## src/shared/csbu_regs.vh

```
// constants for the compare, skip and branch unit
`ifndef CSBU_REGS_VH
`define CSBU_REGS_VH

// apb register byte offsets
`define CSBU_FLAG_REG_ADDR 8'h00
`define CSBU_PC_REG_ADDR 8'h04
`define CSBU_STAT_REG_ADDR 8'h08

// flag register bit positions
`define CSBU_F_C 3'h0
`define CSBU_F_Z 3'h1
`define CSBU_F_N 3'h2
`define CSBU_F_V 3'h3
`define CSBU_F_S 3'h4
`define CSBU_F_H 3'h5
`define CSBU_F_T 3'h6
`define CSBU_F_I 3'h7

// reset values
`define CSBU_FLAG_RST 8'h00
`define CSBU_PC_RST 16'h0000

// status register field positions
`define CSBU_ST_BUSY 0
`define CSBU_ST_SKIP 1
`define CSBU_ST_TAKEN 2
`define CSBU_ST_CYC_LO 4
`define CSBU_ST_CYC_HI 5

// operation codes on the issue port
`define CSBU_OP_COMPARE_SKIP_EQUAL 5'h00
`define CSBU_OP_COMPARE_REGS 5'h01
`define CSBU_OP_COMPARE_WITH_BORROW 5'h02
`define CSBU_OP_COMPARE_IMMEDIATE 5'h03
`define CSBU_OP_SKIP_REG_BIT_CLEAR 5'h04
`define CSBU_OP_SKIP_REG_BIT_SET 5'h05
`define CSBU_OP_SKIP_IO_BIT_CLEAR 5'h06
`define CSBU_OP_SKIP_IO_BIT_SET 5'h07
`define CSBU_OP_BRANCH_STATUS_BIT_SET 5'h08
`define CSBU_OP_BRANCH_STATUS_BIT_CLEAR 5'h09
`define CSBU_OP_BRANCH_EQUAL 5'h0a
`define CSBU_OP_BRANCH_NOT_EQUAL 5'h0b
`define CSBU_OP_BRANCH_BORROW_SET 5'h0c
`define CSBU_OP_BRANCH_BORROW_CLEAR 5'h0d
`define CSBU_OP_BRANCH_SAME_OR_HIGHER 5'h0e
`define CSBU_OP_BRANCH_LOWER 5'h0f
`define CSBU_OP_BRANCH_NEGATIVE 5'h10
`define CSBU_OP_BRANCH_POSITIVE 5'h11
`define CSBU_OP_BRANCH_SIGNED_GE 5'h12
`define CSBU_OP_BRANCH_SIGNED_LESS 5'h13
`define CSBU_OP_BRANCH_NIBBLE_CARRY_SET 5'h14
`define CSBU_OP_BRANCH_NIBBLE_CARRY_CLEAR 5'h15
`define CSBU_OP_BRANCH_USER_FLAG_SET 5'h16
`define CSBU_OP_BRANCH_USER_FLAG_CLEAR 5'h17

// execution cycle counts
`define CSBU_CYC_PLAIN 2'h1
`define CSBU_CYC_TAKEN 2'h2
`define CSBU_CYC_SKIP_ONE 2'h2
`define CSBU_CYC_SKIP_TWO 2'h3

`endif

```

## src/rtl/csbu_top.v

```verilog
// compare, skip and branch execution unit with apb access
`include "csbu_regs.vh"

// Function
// RQ1: equal registers skip next, flags untouched
// RQ2: compares subtract, discard, update five flags; the code updates six (h, s, v, n, z, c)
// RQ3: skip when register bit is clear
// RQ4: skip when register bit is set
// RQ5: skip when io bit is clear
// RQ6: skip when io bit is set
// RQ7: skip adds two or three, cycles match
// RQ8: branch on chosen flag bit, pc+k+1
// RQ9: equal branches follow zero flag
// RQ10: borrow and lower branches follow carry
// RQ11: sign branches follow negative flag
// RQ12: signed branches follow negative xor overflow
// RQ13: nibble branches follow half carry
// RQ14: user branches follow user flag
// RQ15: branch one or two cycles, signed offset
module csbu_top #(
    parameter PC_W = 16
) (
    // clock and reset
    input wire CLK,
    input wire RST_B,
    // instruction issue
    input wire ISSUE,
    input wire [4:0] OPCODE,
    input wire [7:0] RD_VAL,
    input wire [7:0] RR_VAL,
    input wire [7:0] IMM_VAL,
    input wire [7:0] IO_VAL,
    input wire [2:0] BIT_SEL,
    input wire [6:0] OFFSET,
    input wire NEXT_TWO_WORD,
    // execution results
    output reg BUSY,
    output reg DONE,
    output reg [PC_W-1:0] PC_OUT,
    output reg [7:0] FLAGS_OUT,
    // apb slave
    input wire PSEL,
    input wire PENABLE,
    input wire PWRITE,
    input wire [7:0] PADDR,
    input wire [31:0] PWDATA,
    output reg [31:0] PRDATA,
    output reg PREADY,
    output reg PSLVERR
);

    // status flags from an 8-bit subtract with borrow-in
    function [5:0] sub_flags;
        input [7:0] a;
        input [7:0] b;
        input cin;
        reg [8:0] d;
        reg [4:0] lo;
        reg v;
        begin
            d = {1'b0, a} - {1'b0, b} - {8'h00, cin};
            lo = {1'b0, a[3:0]} - {1'b0, b[3:0]} - {4'h0, cin};
            v = (a[7] & ~b[7] & ~d[7]) | (~a[7] & b[7] & d[7]);
            // order: h, s, v, n, z, c
            sub_flags = {lo[4], d[7] ^ v, v, d[7], d[7:0] == 8'h00, d[8]};
        end
    endfunction

    reg rst_s1_ff;
    reg rst_s2_ff;
    wire rst_n;
    reg [1:0] rem_ff;
    reg [PC_W-1:0] pend_pc_ff;
    reg last_skip_ff;
    reg last_taken_ff;
    reg [1:0] last_cyc_ff;
    reg [7:0] nxt_flags;
    reg [PC_W-1:0] nxt_pc;
    reg [1:0] nxt_cyc;
    reg nxt_skip;
    reg nxt_taken;
    reg cond;
    reg skip_cond;
    reg is_branch;
    reg is_skip;
    reg [5:0] fl;
    reg [7:0] cmp_b;
    reg cmp_cin;
    reg is_cmp;
    wire [PC_W-1:0] offs_ext;
    wire [PC_W-1:0] pc_plain;
    wire [PC_W-1:0] pc_skip;
    wire [PC_W-1:0] pc_branch;
    wire issue_ok;
    wire apb_setup;
    wire apb_wr;
    wire idx_ok;

    // reset release through two flops, assert stays asynchronous
    always @(posedge CLK or negedge RST_B) begin
        if (!RST_B) begin
            rst_s1_ff <= 1'b0;
            rst_s2_ff <= 1'b0;
        end else begin
            rst_s1_ff <= 1'b1;
            rst_s2_ff <= rst_s1_ff;
        end
    end
    assign rst_n = rst_s2_ff;

    // a new instruction is refused while one is still executing
    assign issue_ok = ISSUE & ~BUSY;

    // RQ15: sign-extended offset
    assign offs_ext = {{(PC_W-7){OFFSET[6]}}, OFFSET};
    // RQ8: target pc plus k plus one
    assign pc_branch = PC_OUT + offs_ext + {{(PC_W-1){1'b0}}, 1'b1};
    assign pc_plain = PC_OUT + {{(PC_W-1){1'b0}}, 1'b1};
    // RQ7: skip over one or two words
    assign pc_skip = PC_OUT + (NEXT_TWO_WORD ? {{(PC_W-2){1'b0}}, 2'h3} :
        {{(PC_W-2){1'b0}}, 2'h2});

    // compare operand selection and flag update
    always @* begin
        is_cmp = 1'b1;
        cmp_b = RR_VAL;
        cmp_cin = 1'b0;
        case (OPCODE)
            `CSBU_OP_COMPARE_REGS: begin
                cmp_b = RR_VAL;
            end
            `CSBU_OP_COMPARE_WITH_BORROW: begin
                cmp_cin = FLAGS_OUT[`CSBU_F_C];
            end
            `CSBU_OP_COMPARE_IMMEDIATE: begin
                cmp_b = IMM_VAL;
            end
            default: begin
                is_cmp = 1'b0;
            end
        endcase
        fl = sub_flags(RD_VAL, cmp_b, cmp_cin);
        nxt_flags = FLAGS_OUT;
        // RQ2: flags only, difference dropped
        if (is_cmp) begin
            nxt_flags[`CSBU_F_H] = fl[5];
            nxt_flags[`CSBU_F_S] = fl[4];
            nxt_flags[`CSBU_F_V] = fl[3];
            nxt_flags[`CSBU_F_N] = fl[2];
            // borrow form keeps zero only if it already held
            if (OPCODE == `CSBU_OP_COMPARE_WITH_BORROW) begin
                nxt_flags[`CSBU_F_Z] = fl[1] & FLAGS_OUT[`CSBU_F_Z];
            end else begin
                nxt_flags[`CSBU_F_Z] = fl[1];
            end
            nxt_flags[`CSBU_F_C] = fl[0];
        end
    end

    // skip and branch condition decode
    always @* begin
        is_skip = 1'b1;
        is_branch = 1'b0;
        skip_cond = 1'b0;
        cond = 1'b0;
        case (OPCODE)
            // RQ1: equal registers skip
            `CSBU_OP_COMPARE_SKIP_EQUAL: skip_cond = RD_VAL == RR_VAL;
            // RQ3: register bit clear
            `CSBU_OP_SKIP_REG_BIT_CLEAR: skip_cond = ~RR_VAL[BIT_SEL];
            // RQ4: register bit set
            `CSBU_OP_SKIP_REG_BIT_SET: skip_cond = RR_VAL[BIT_SEL];
            // RQ5: io bit clear
            `CSBU_OP_SKIP_IO_BIT_CLEAR: skip_cond = ~IO_VAL[BIT_SEL];
            // RQ6: io bit set
            `CSBU_OP_SKIP_IO_BIT_SET: skip_cond = IO_VAL[BIT_SEL];
            default: is_skip = 1'b0;
        endcase
        if (!is_skip) begin
            is_branch = 1'b1;
            case (OPCODE)
                // RQ8: chosen flag set or clear
                `CSBU_OP_BRANCH_STATUS_BIT_SET: cond = FLAGS_OUT[BIT_SEL];
                `CSBU_OP_BRANCH_STATUS_BIT_CLEAR: cond = ~FLAGS_OUT[BIT_SEL];
                // RQ9: zero flag tests
                `CSBU_OP_BRANCH_EQUAL: cond = FLAGS_OUT[`CSBU_F_Z];
                `CSBU_OP_BRANCH_NOT_EQUAL: cond = ~FLAGS_OUT[`CSBU_F_Z];
                // RQ10: carry flag tests
                `CSBU_OP_BRANCH_BORROW_SET: cond = FLAGS_OUT[`CSBU_F_C];
                `CSBU_OP_BRANCH_LOWER: cond = FLAGS_OUT[`CSBU_F_C];
                `CSBU_OP_BRANCH_BORROW_CLEAR: cond = ~FLAGS_OUT[`CSBU_F_C];
                `CSBU_OP_BRANCH_SAME_OR_HIGHER: cond = ~FLAGS_OUT[`CSBU_F_C];
                // RQ11: negative flag tests
                `CSBU_OP_BRANCH_NEGATIVE: cond = FLAGS_OUT[`CSBU_F_N];
                `CSBU_OP_BRANCH_POSITIVE: cond = ~FLAGS_OUT[`CSBU_F_N];
                // RQ12: negative xor overflow
                `CSBU_OP_BRANCH_SIGNED_GE:
                    cond = ~(FLAGS_OUT[`CSBU_F_N] ^ FLAGS_OUT[`CSBU_F_V]);
                `CSBU_OP_BRANCH_SIGNED_LESS:
                    cond = FLAGS_OUT[`CSBU_F_N] ^ FLAGS_OUT[`CSBU_F_V];
                // RQ13: half carry tests
                `CSBU_OP_BRANCH_NIBBLE_CARRY_SET: cond = FLAGS_OUT[`CSBU_F_H];
                `CSBU_OP_BRANCH_NIBBLE_CARRY_CLEAR:
                    cond = ~FLAGS_OUT[`CSBU_F_H];
                // RQ14: user flag tests
                `CSBU_OP_BRANCH_USER_FLAG_SET: cond = FLAGS_OUT[`CSBU_F_T];
                `CSBU_OP_BRANCH_USER_FLAG_CLEAR: cond = ~FLAGS_OUT[`CSBU_F_T];
                default: is_branch = 1'b0;
            endcase
        end
    end

    // next pc and cycle count of the issued instruction
    always @* begin
        nxt_pc = pc_plain;
        nxt_cyc = `CSBU_CYC_PLAIN;
        nxt_skip = 1'b0;
        nxt_taken = 1'b0;
        // RQ7: skip length sets cycles
        if (is_skip && skip_cond) begin
            nxt_pc = pc_skip;
            nxt_skip = 1'b1;
            nxt_cyc = NEXT_TWO_WORD ? `CSBU_CYC_SKIP_TWO :
                `CSBU_CYC_SKIP_ONE;
        end
        // RQ15: taken branch two cycles
        if (is_branch && cond) begin
            nxt_pc = pc_branch;
            nxt_taken = 1'b1;
            nxt_cyc = `CSBU_CYC_TAKEN;
        end
    end

    // apb decode; zero wait, answer in the first access cycle
    assign apb_setup = PSEL & ~PENABLE;
    assign apb_wr = PSEL & PENABLE & PWRITE & PREADY;
    assign idx_ok = (PADDR == `CSBU_FLAG_REG_ADDR) |
        (PADDR == `CSBU_PC_REG_ADDR) | (PADDR == `CSBU_STAT_REG_ADDR);

    // execution sequencer; pc moves at the last cycle only
    always @(posedge CLK or negedge rst_n) begin
        if (!rst_n) begin
            BUSY <= 1'b0;
            DONE <= 1'b0;
            rem_ff <= 2'h0;
            PC_OUT <= `CSBU_PC_RST;
            pend_pc_ff <= `CSBU_PC_RST;
            FLAGS_OUT <= `CSBU_FLAG_RST;
            last_skip_ff <= 1'b0;
            last_taken_ff <= 1'b0;
            last_cyc_ff <= 2'h0;
        end else begin
            DONE <= 1'b0;
            if (issue_ok) begin
                // flags settle at issue; skips and branches leave them
                FLAGS_OUT <= nxt_flags;
                pend_pc_ff <= nxt_pc;
                rem_ff <= nxt_cyc;
                BUSY <= 1'b1;
                last_skip_ff <= nxt_skip;
                last_taken_ff <= nxt_taken;
                last_cyc_ff <= nxt_cyc;
            end else if (BUSY) begin
                rem_ff <= rem_ff - 2'h1;
                if (rem_ff == 2'h1) begin
                    BUSY <= 1'b0;
                    DONE <= 1'b1;
                    PC_OUT <= pend_pc_ff;
                end
            end else if (apb_wr && PADDR == `CSBU_FLAG_REG_ADDR) begin
                // software writes only land between instructions
                FLAGS_OUT <= PWDATA[7:0];
            end else if (apb_wr && PADDR == `CSBU_PC_REG_ADDR) begin
                PC_OUT <= PWDATA[PC_W-1:0];
            end
        end
    end

    // apb answer registered in the setup cycle
    always @(posedge CLK or negedge rst_n) begin
        if (!rst_n) begin
            PREADY <= 1'b0;
            PSLVERR <= 1'b0;
            PRDATA <= 32'h00000000;
        end else begin
            PREADY <= apb_setup;
            PSLVERR <= apb_setup & ~idx_ok;
            PRDATA <= 32'h00000000;
            if (apb_setup && !PWRITE) begin
                case (PADDR)
                    `CSBU_FLAG_REG_ADDR: PRDATA[7:0] <= FLAGS_OUT;
                    `CSBU_PC_REG_ADDR: PRDATA[PC_W-1:0] <= PC_OUT;
                    `CSBU_STAT_REG_ADDR: begin
                        PRDATA[`CSBU_ST_BUSY] <= BUSY;
                        PRDATA[`CSBU_ST_SKIP] <= last_skip_ff;
                        PRDATA[`CSBU_ST_TAKEN] <= last_taken_ff;
                        PRDATA[`CSBU_ST_CYC_HI:`CSBU_ST_CYC_LO] <=
                            last_cyc_ff;
                    end
                    default: PRDATA <= 32'h00000000;
                endcase
            end
        end
    end

endmodule // csbu_top

```

## config.mk

```make
export PLATFORM = sky130hd
export DESIGN_NAME = csbu_top
export DESIGN_NICKNAME = d
export VERILOG_FILES = /design/src/rtl/csbu_top.v
export VERILOG_INCLUDE_DIRS = /design/src /design/src/shared
export SDC_FILE = /design/constraint.sdc
export NUM_CORES = 1
export LEC_CHECK = 0
export ABC_CLOCK_PERIOD_IN_PS = 5800
export BUFFER_PORTS_ARGS = -buffer_cell sky130_fd_sc_hd__buf_2
export CAP_MARGIN = 25
export CORE_MARGIN = 2
export CORE_UTILIZATION = 50
export CTS_CLUSTER_DIAMETER = 120
export CTS_CLUSTER_SIZE = 40
export DETAILED_ROUTE_END_ITERATION = 12
export PLACE_DENSITY = 0.78
export SYNTH_ARGS = -nofsm -noshare
export SYNTH_HDL_FRONTEND = slang
export SYNTH_SLANG_ARGS = --single-unit
```

## constraint.sdc

```tcl
create_clock -name CLK -period 5.8 [get_ports CLK]
set_clock_uncertainty 0.05 [all_clocks]
set_input_delay 0.29 -clock CLK [delete_from_list [all_inputs] [get_ports CLK]]
set_output_delay 0.29 -clock CLK [all_outputs]
set_load 0.02 [all_outputs]
```

# After elaboration in Yosys (flattened, before gate mapping)
# Index checks and enable logic that the tools add are counted.
[word_totals]
mem_count = 0
word_cells = 154
latch_bits = 0
mem_bits_ro = 0
regBits = 68
ramBits = 0
output_inout_bits = 60
[op_classes]
muxes = 46
n_lt_le_gt_ge = 1
div = 0
eq_ne = 31
mul = 0
addsub = 9
reduce_logical = 20
shift = 0
bitwise = 32
[ops]
columns = ["op", "count"]
rows = [
  ["$mux W16", 7],
  ["$eq A5 B4 Y1 const B", 8],
  ["$eq A5 B5 Y1 const B", 8],
  ["$add A16 B1 Y16 const B", 2],
  ["$mux W6", 4],
  ["$eq A5 B3 Y1 const B", 4],
  ["$mux W1", 20],
  ["$add A16 B16 Y16", 1],
  ["$add A16 B2 Y16", 1],
  ["$logic_not A8 Y1", 2],
  ["$mux W8", 2],
  ["$not A1 Y1", 16],
  ["$reduce_or A16 Y1", 1],
  ["$pmux W1 S14", 1],
  ["$and A1 B1 Y1", 11],
  ["$eq A5 B2 Y1 const B", 2],
  ["$bmux W1 S3", 3],
  ["$pmux W3 S3", 1],
  ["$sub A8 B8 Y9", 1],
  ["$sub A9 B1 Y9", 1],
  ["$eq A8 B3 Y1 const B", 1],
  ["$eq A8 B4 Y1 const B", 1],
  ["$eq A8 B8 Y1", 1],
  ["$mux W2", 4],
  ["other kinds (23)", 36],
]

# Logic depth before layout (Yosys ltp)
[depth]
word_depth = 10
mapped_depth = 17
ltp_nobuf = 16

# Least setup slack after synthesis
# No wires, ideal clock.
[synth_path]
path_type = "input to register"
start = "in OPCODE[2]"
end = "reg FLAGS_OUT[3]"
arrival_ns = 3.260
setup_slack_ns = 2.371
n_path_buf = 2
t_required_ns = 5.632
setup_time_ns = 0.118
cell_stages = 15
path_cell_list = "buf_2 > nor3_1 > and3_1 > clkbuf_1 > mux2_2 > fa_1 > inv_1 > ha_1 > and2_1 > o211ai_1 > a21oi_1 > xor2_1 > mux2i_1 > a211oi_1 > a21o_1"
[synth_via]
elab_chain_len = 9
elab_cells_between_ends = 20
cone_classes = "add/sub: 2; eq/ne: 4; mux: 5; bitwise: 7; reduce/logical: 2"
[synth_rtl]
columns = ["item", "line_no", "text"]
rows = [
  ["start: declaration", "csbu_top.v:28", "input wire [4:0] OPCODE,"],
  ["$eq A5 B2 Y1", "csbu_top.v:128", "case (OPCODE)"],
  ["$mux W8", "csbu_top.v:128", ""],
  ["$sub A8 B8 Y9", "csbu_top.v:61", "d = {1'b0, a} - {1'b0, b} - {8'h00, cin};"],
  ["$sub A9 B1 Y9", "csbu_top.v:61", ""],
  ["$not A1 Y1", "csbu_top.v:63", "v = (a[7] & ~b[7] & ~d[7]) | (~a[7] & b[7] & d[7]);"],
  ["$and A1 B1 Y1", "csbu_top.v:63", ""],
  ["$or A1 B1 Y1", "csbu_top.v:63", ""],
  ["$mux W6", "csbu_top.v:145", "if (is_cmp) begin"],
  ["$mux W6", "csbu_top.v:254", "if (issue_ok) begin"],
  ["end signal: assignment", "csbu_top.v:248", "FLAGS_OUT <= `CSBU_FLAG_RST;"],
  ["end signal: assignment", "csbu_top.v:256", "FLAGS_OUT <= nxt_flags;"],
  ["end signal: assignment", "csbu_top.v:272", "FLAGS_OUT <= PWDATA[7:0];"],
  ["end: declaration", "csbu_top.v:40", "output reg [7:0] FLAGS_OUT,"],
]
# Several ways; a longest one is shown, not always the timed one. The select of a mux whose other input is x is not followed.
# A chain may end at the register's enable or synchronous reset.

# Worst setup path in the final report
[layout_path]
start = "in BIT_SEL[0]"
end = "reg pend_pc_ff[10]"
[layout_via]
elab_chain_len = 7
elab_cells_between_ends = 16
cone_classes = "mux: 11; bitwise: 3; reduce/logical: 2"
[layout_rtl]
columns = ["item", "line_no", "text"]
rows = [
  ["start: declaration", "csbu_top.v:33", "input wire [2:0] BIT_SEL,"],
  ["$bmux W1 S3, on equally long branches", "--", ""],
  ["$mux W1, on equally long branches", "--", ""],
  ["$not A1 Y1, on equally long branches", "csbu_top.v:184, csbu_top.v:170, csbu_top.v:174", ""],
  ["$pmux W1 S14 / $pmux W1 S5 (equally long branches)", "csbu_top.v:181, csbu_top.v:166", ""],
  ["$mux W1 / $logic_and A1 B1 Y1 (equally long branches)", "csbu_top.v:179, csbu_top.v:220", ""],
  ["$logic_and A1 B1 Y1 / $mux W16 (equally long branches)", "csbu_top.v:227, csbu_top.v:220", ""],
  ["$mux W16 (*)", "csbu_top.v:227", "if (is_branch && cond) begin"],
  ["end signal: assignment", "csbu_top.v:247", "pend_pc_ff <= `CSBU_PC_RST;"],
  ["end signal: assignment", "csbu_top.v:257", "pend_pc_ff <= nxt_pc;"],
  ["end: declaration", "csbu_top.v:73", "reg [PC_W-1:0] pend_pc_ff;"],
]
# Mark *: on every way between the ends. The rest lies on a longest branch, timed or not. The select of a mux whose other input is x is not followed.

==> impl_metrics.json <==
{
  "yosys.area.top_type": "dfrtp_1",
  "p_switching_uw": 1020,
  "end_kind": "flip-flop",
  "drc": 0,
  "gp_congestion": 0.894,
  "worst_pin_slew_ns": 0.809,
  "io_buffers": 121,
  "antenna_found_initial": 0,
  "cts.sinks": 68,
  "path_class": "in -> reg",
  "wirelength_um": 13100,
  "cts_setup_buffers": 0,
  "start_util": 0.512,
  "netlist_area_um2": 5240,
  "pwr-share-comb": 0.497,
  "ir_drop_mv": 0.154,
  "grt_pass1_wl_um": 21300,
  "routed_via_density": 5.40,
  "hp-class": "in -> reg",
  "final.setup.tns_ns": 0,
  "clkPwrFrac": 0.152,
  "globalRouteOverflowTotal": 0,
  "setup_viol": 0,
  "n_antenna_cell": 0,
  "r2r_setup_slack_ns": 2.87,
  "p_int_uw": 1230,
  "pre_cts_slack_ns": 1.59,
  "cts_buffer_depth": 2,
  "drv_slew": 0,
  "drt_iter0_markers": 210,
  "synthTopCellsByArea": "dfrtp_1 (32%), ha_1 (7.9%), mux2i_1 (6.5%)",
  "synth_seq_cells": 68,
  "rr_endpoint": "FLAGS_OUT[4]",
  "timing.hold.ws_ns": 0.135,
  "cts.repair.resized": 0,
  "layout_setup_ws_ns": 1.90,
  "fp.dieW_um": 106,
  "seq_power_share": 0.351,
  "async_flop_share": 1.00,
  "period_minus_slack_ns": 3.90,
  "yosys_warnings": 0,
  "io_pins": 154,
  "grt_pass1_vias": 4474,
  "r2r-start": "FLAGS_OUT[0]",
  "worstPathMaxFanout": 5,
  "grt_max_degree": 67,
  "cts_made_buffers": 9,
  "wl_per_cell_um": 15.4,
  "drt-pass1-iter-count": 4,
  "grt_setup_unrepaired": "no",
  "globalRouteTotalUtil": 0.235,
  "powerDensity_nw_per_um2": 370,
  "cts_tree": "yes",
  "root_buffer": "clkbuf_8",
  "period_share": 0.672,
  "dpl.hpwl_um": 10000,
  "areaGrowthSynthToFinish_pct": 16.3,
  "cp-start-kind": "input port",
  "post_dp_cell_area_um2": 5910,
  "synthCells": 590,
  "crit_arrival_ns": 4.07,
  "vias": 4577,
  "max_cap_viol_count": 0,
  "timing.slew.headroom": 0.461,
  "max_freq_mhz": 256,
  "ant_nets": 0,
  "p_leak_uw": 0.00313,
  "synthFlopType": "dfrtp_1",
  "yosys.area.top_type_share": 0.325,
  "status": "finished clean",
  "ys_seq_area_frac": 0.325,
  "reg2reg_depth": 11,
  "clk_latency_ns": 0.35,
  "layout-drive-gt1-share": 0.235,
  "clkTransAtPathRegs_ns": 0.08,
  "die_y_um": 106,
  "hold_violations": 0,
  "num_rows": 37,
  "synth_cell_types": 55,
  "cp.required_ns": 5.97,
  "synth_edf_count": 0,
  "fp.coreArea_um2": 10200,
  "fin_area_um2": 6090,
  "startpoint": "BIT_SEL[0]",
  "fp.dieArea_um2": 11300,
  "crit_end": "pend_pc_ff[10]",
  "swShare": 0.453,
  "nNetsFinal": 837,
  "cts_htree_levels": 3,
  "syn_avg_cell_area_um2": 8.88,
  "fill_cells": 911
}
[repair_timing]
| action | 4_1_cts | 5_1_grt |
|---|---|---|
| hold endpoints to repair | 2 | 0 |
| endpoints found under the setup margin | 0 | 0 |
| hold buffers | 1 | 0 |
[power groups by stage]
stage               combinational, uW  sequential (uW)  clock (uW)
floorplan                         764              819           0
global placement                 1070              786           0
detailed placement               1110              795           0
CTS                              1120              787         347
global route                     1250              809         369
finish                           1120              792         342
[layout make-up]
cell class / instances / area (um^2) / share of cell area
Clock buffer: 10 / 128 / 0.0209
Multi-Input combinational cell: 465 / 3260 / 0.535
Tap cell: 136 / 170 / 0.0279
Sequential cell: 68 / 1700 / 0.279
Timing Repair Buffer: 129 / 668 / 0.110
Inverter: 33 / 124 / 0.0203
Clock inverter: 6 / 41.3 / 0.00678
[kinds of logic (layout without fill, tap and decap cells)]
group | Yosys count | after routing | share of synthesized area
XOR/XNOR | 45 | 45 | 0.0752
buffers and inverters | 72 | 178 | 0.0656
AO/OA/AOI/OAI | 127 | 127 | 0.146
AND/OR/NAND/NOR | 186 | 186 | 0.169
multiplexers | 53 | 53 | 0.124
adder cells (fa/ha/maj) | 37 | 37 | 0.0941
other | 2 | 17 | 0.00143
flip-flops | 68 | 68 | 0.325
[layer usage]
layer / up-vias / global-route usage / part of all wire
li1: 2259 / - / -
met1: 2183 / 0.290 / 0.42
met2: 118 / 0.428 / 0.52
met3: 17 / 0.0331 / 0.041
met4: 0 / 0.0630 / 0.016
met5: - / 0 / 0
[stage by stage]
stage | power (uW) | utilization | instances
after global placement | 1860 | 0.578 | 830
after detailed placement | 1910 | 0.578 | 830
after CTS | 2250 | 0.596 | 847
after global routing | 2430 | 0.596 | 847
final | 2250 | 0.596 | 847
after floorplan | 1580 | - | 605
[state kept, by name, summed over array words and instances (netlist names)]
signal and cells:
last_taken_ff 1, BUSY 1, rst_n 1, DONE 1
pend_pc_ff 16, last_cyc_ff 2, PC_OUT 16, rst_s1_ff 1
FLAGS_OUT 8, rem_ff 2, PRDATA 16, PREADY 1
last_skip_ff 1, PSLVERR 1
[cell usage in the layout, fill, tap and decap left out, types with 11 or more instances in the layout]
| cell | instances |
|---|---|
| xor2_1 | 25 |
| xnor2_1 | 20 |
| nor2_1 | 58 |
| dfrtp_1 | 67 |
| a21oi_1 | 34 |
| o21ai_0 | 51 |
| ha_1 | 33 |
| mux2i_1 | 34 |
| conb_1 | 17 |
| nand2_1 | 58 |
| a21o_1 | 13 |
| buf_2 | 121 |
| inv_1 | 33 |
| and2_1 | 12 |
| mux2_2 | 12 |
| nor3_1 | 11 |
[critical path: stages]
cell      delay, ns
buf_2          0.18
mux4_1         0.59
mux2i_1        0.19
mux2i_1        0.24
nor4b_2        0.07
o221ai_2       0.33
nor2_1         0.12
inv_1          0.08
ha_1           0.16
inv_1          0.06
fa_1           0.45
nor3_1         0.69
nand3_1        0.18
xor2_1         0.17
nor2_1         0.06
a21oi_1        0.11
o21ai_0        0.08
[worst min path at each step]
stage          slack (ns)            to  cells past startpoint       from
2_1_floorplan       -0.06         rst_n                      0      RST_B
3_3_place_gp         0.02     rst_s1_ff                      1      RST_B
3_5_place_dp         0.03     rst_s1_ff                      1      RST_B
4_1_cts              0.13        PREADY                      3       PSEL
5_1_grt              0.15  FLAGS_OUT[6]                      2  PWDATA[6]
6_report             0.14        PREADY                      3       PSEL
[cell usage after synthesis, types with 2 or more instances]
| cell | number |
|---|---|
| a211oi_1 | 3 |
| a21boi_0 | 2 |
| a21o_1 | 13 |
| a21oi_1 | 34 |
| a31oi_1 | 5 |
| a41oi_1 | 4 |
| and2_1 | 12 |
| and3_1 | 4 |
| and4_1 | 3 |
| buf_2 | 5 |
| buf_4 | 16 |
| clkbuf_1 | 16 |
| conb_1 | 2 |
| dfrtp_1 | 68 |
| fa_1 | 4 |
| ha_1 | 33 |
| inv_1 | 33 |
| mux2_2 | 12 |
| mux2i_1 | 34 |
| mux4_1 | 4 |
| mux4_2 | 3 |
| nand2_1 | 58 |
| nand2b_1 | 6 |
| nand3_1 | 6 |
| nand4_1 | 7 |
| nor2_1 | 58 |
| nor2b_1 | 5 |
| nor3_1 | 11 |
| nor4_1 | 6 |
| o21a_1 | 2 |
| o21ai_0 | 51 |
| o31ai_1 | 3 |
| or3_1 | 2 |
| xnor2_1 | 20 |
| xor2_1 | 25 |
(Power assumes the default switching activity.)
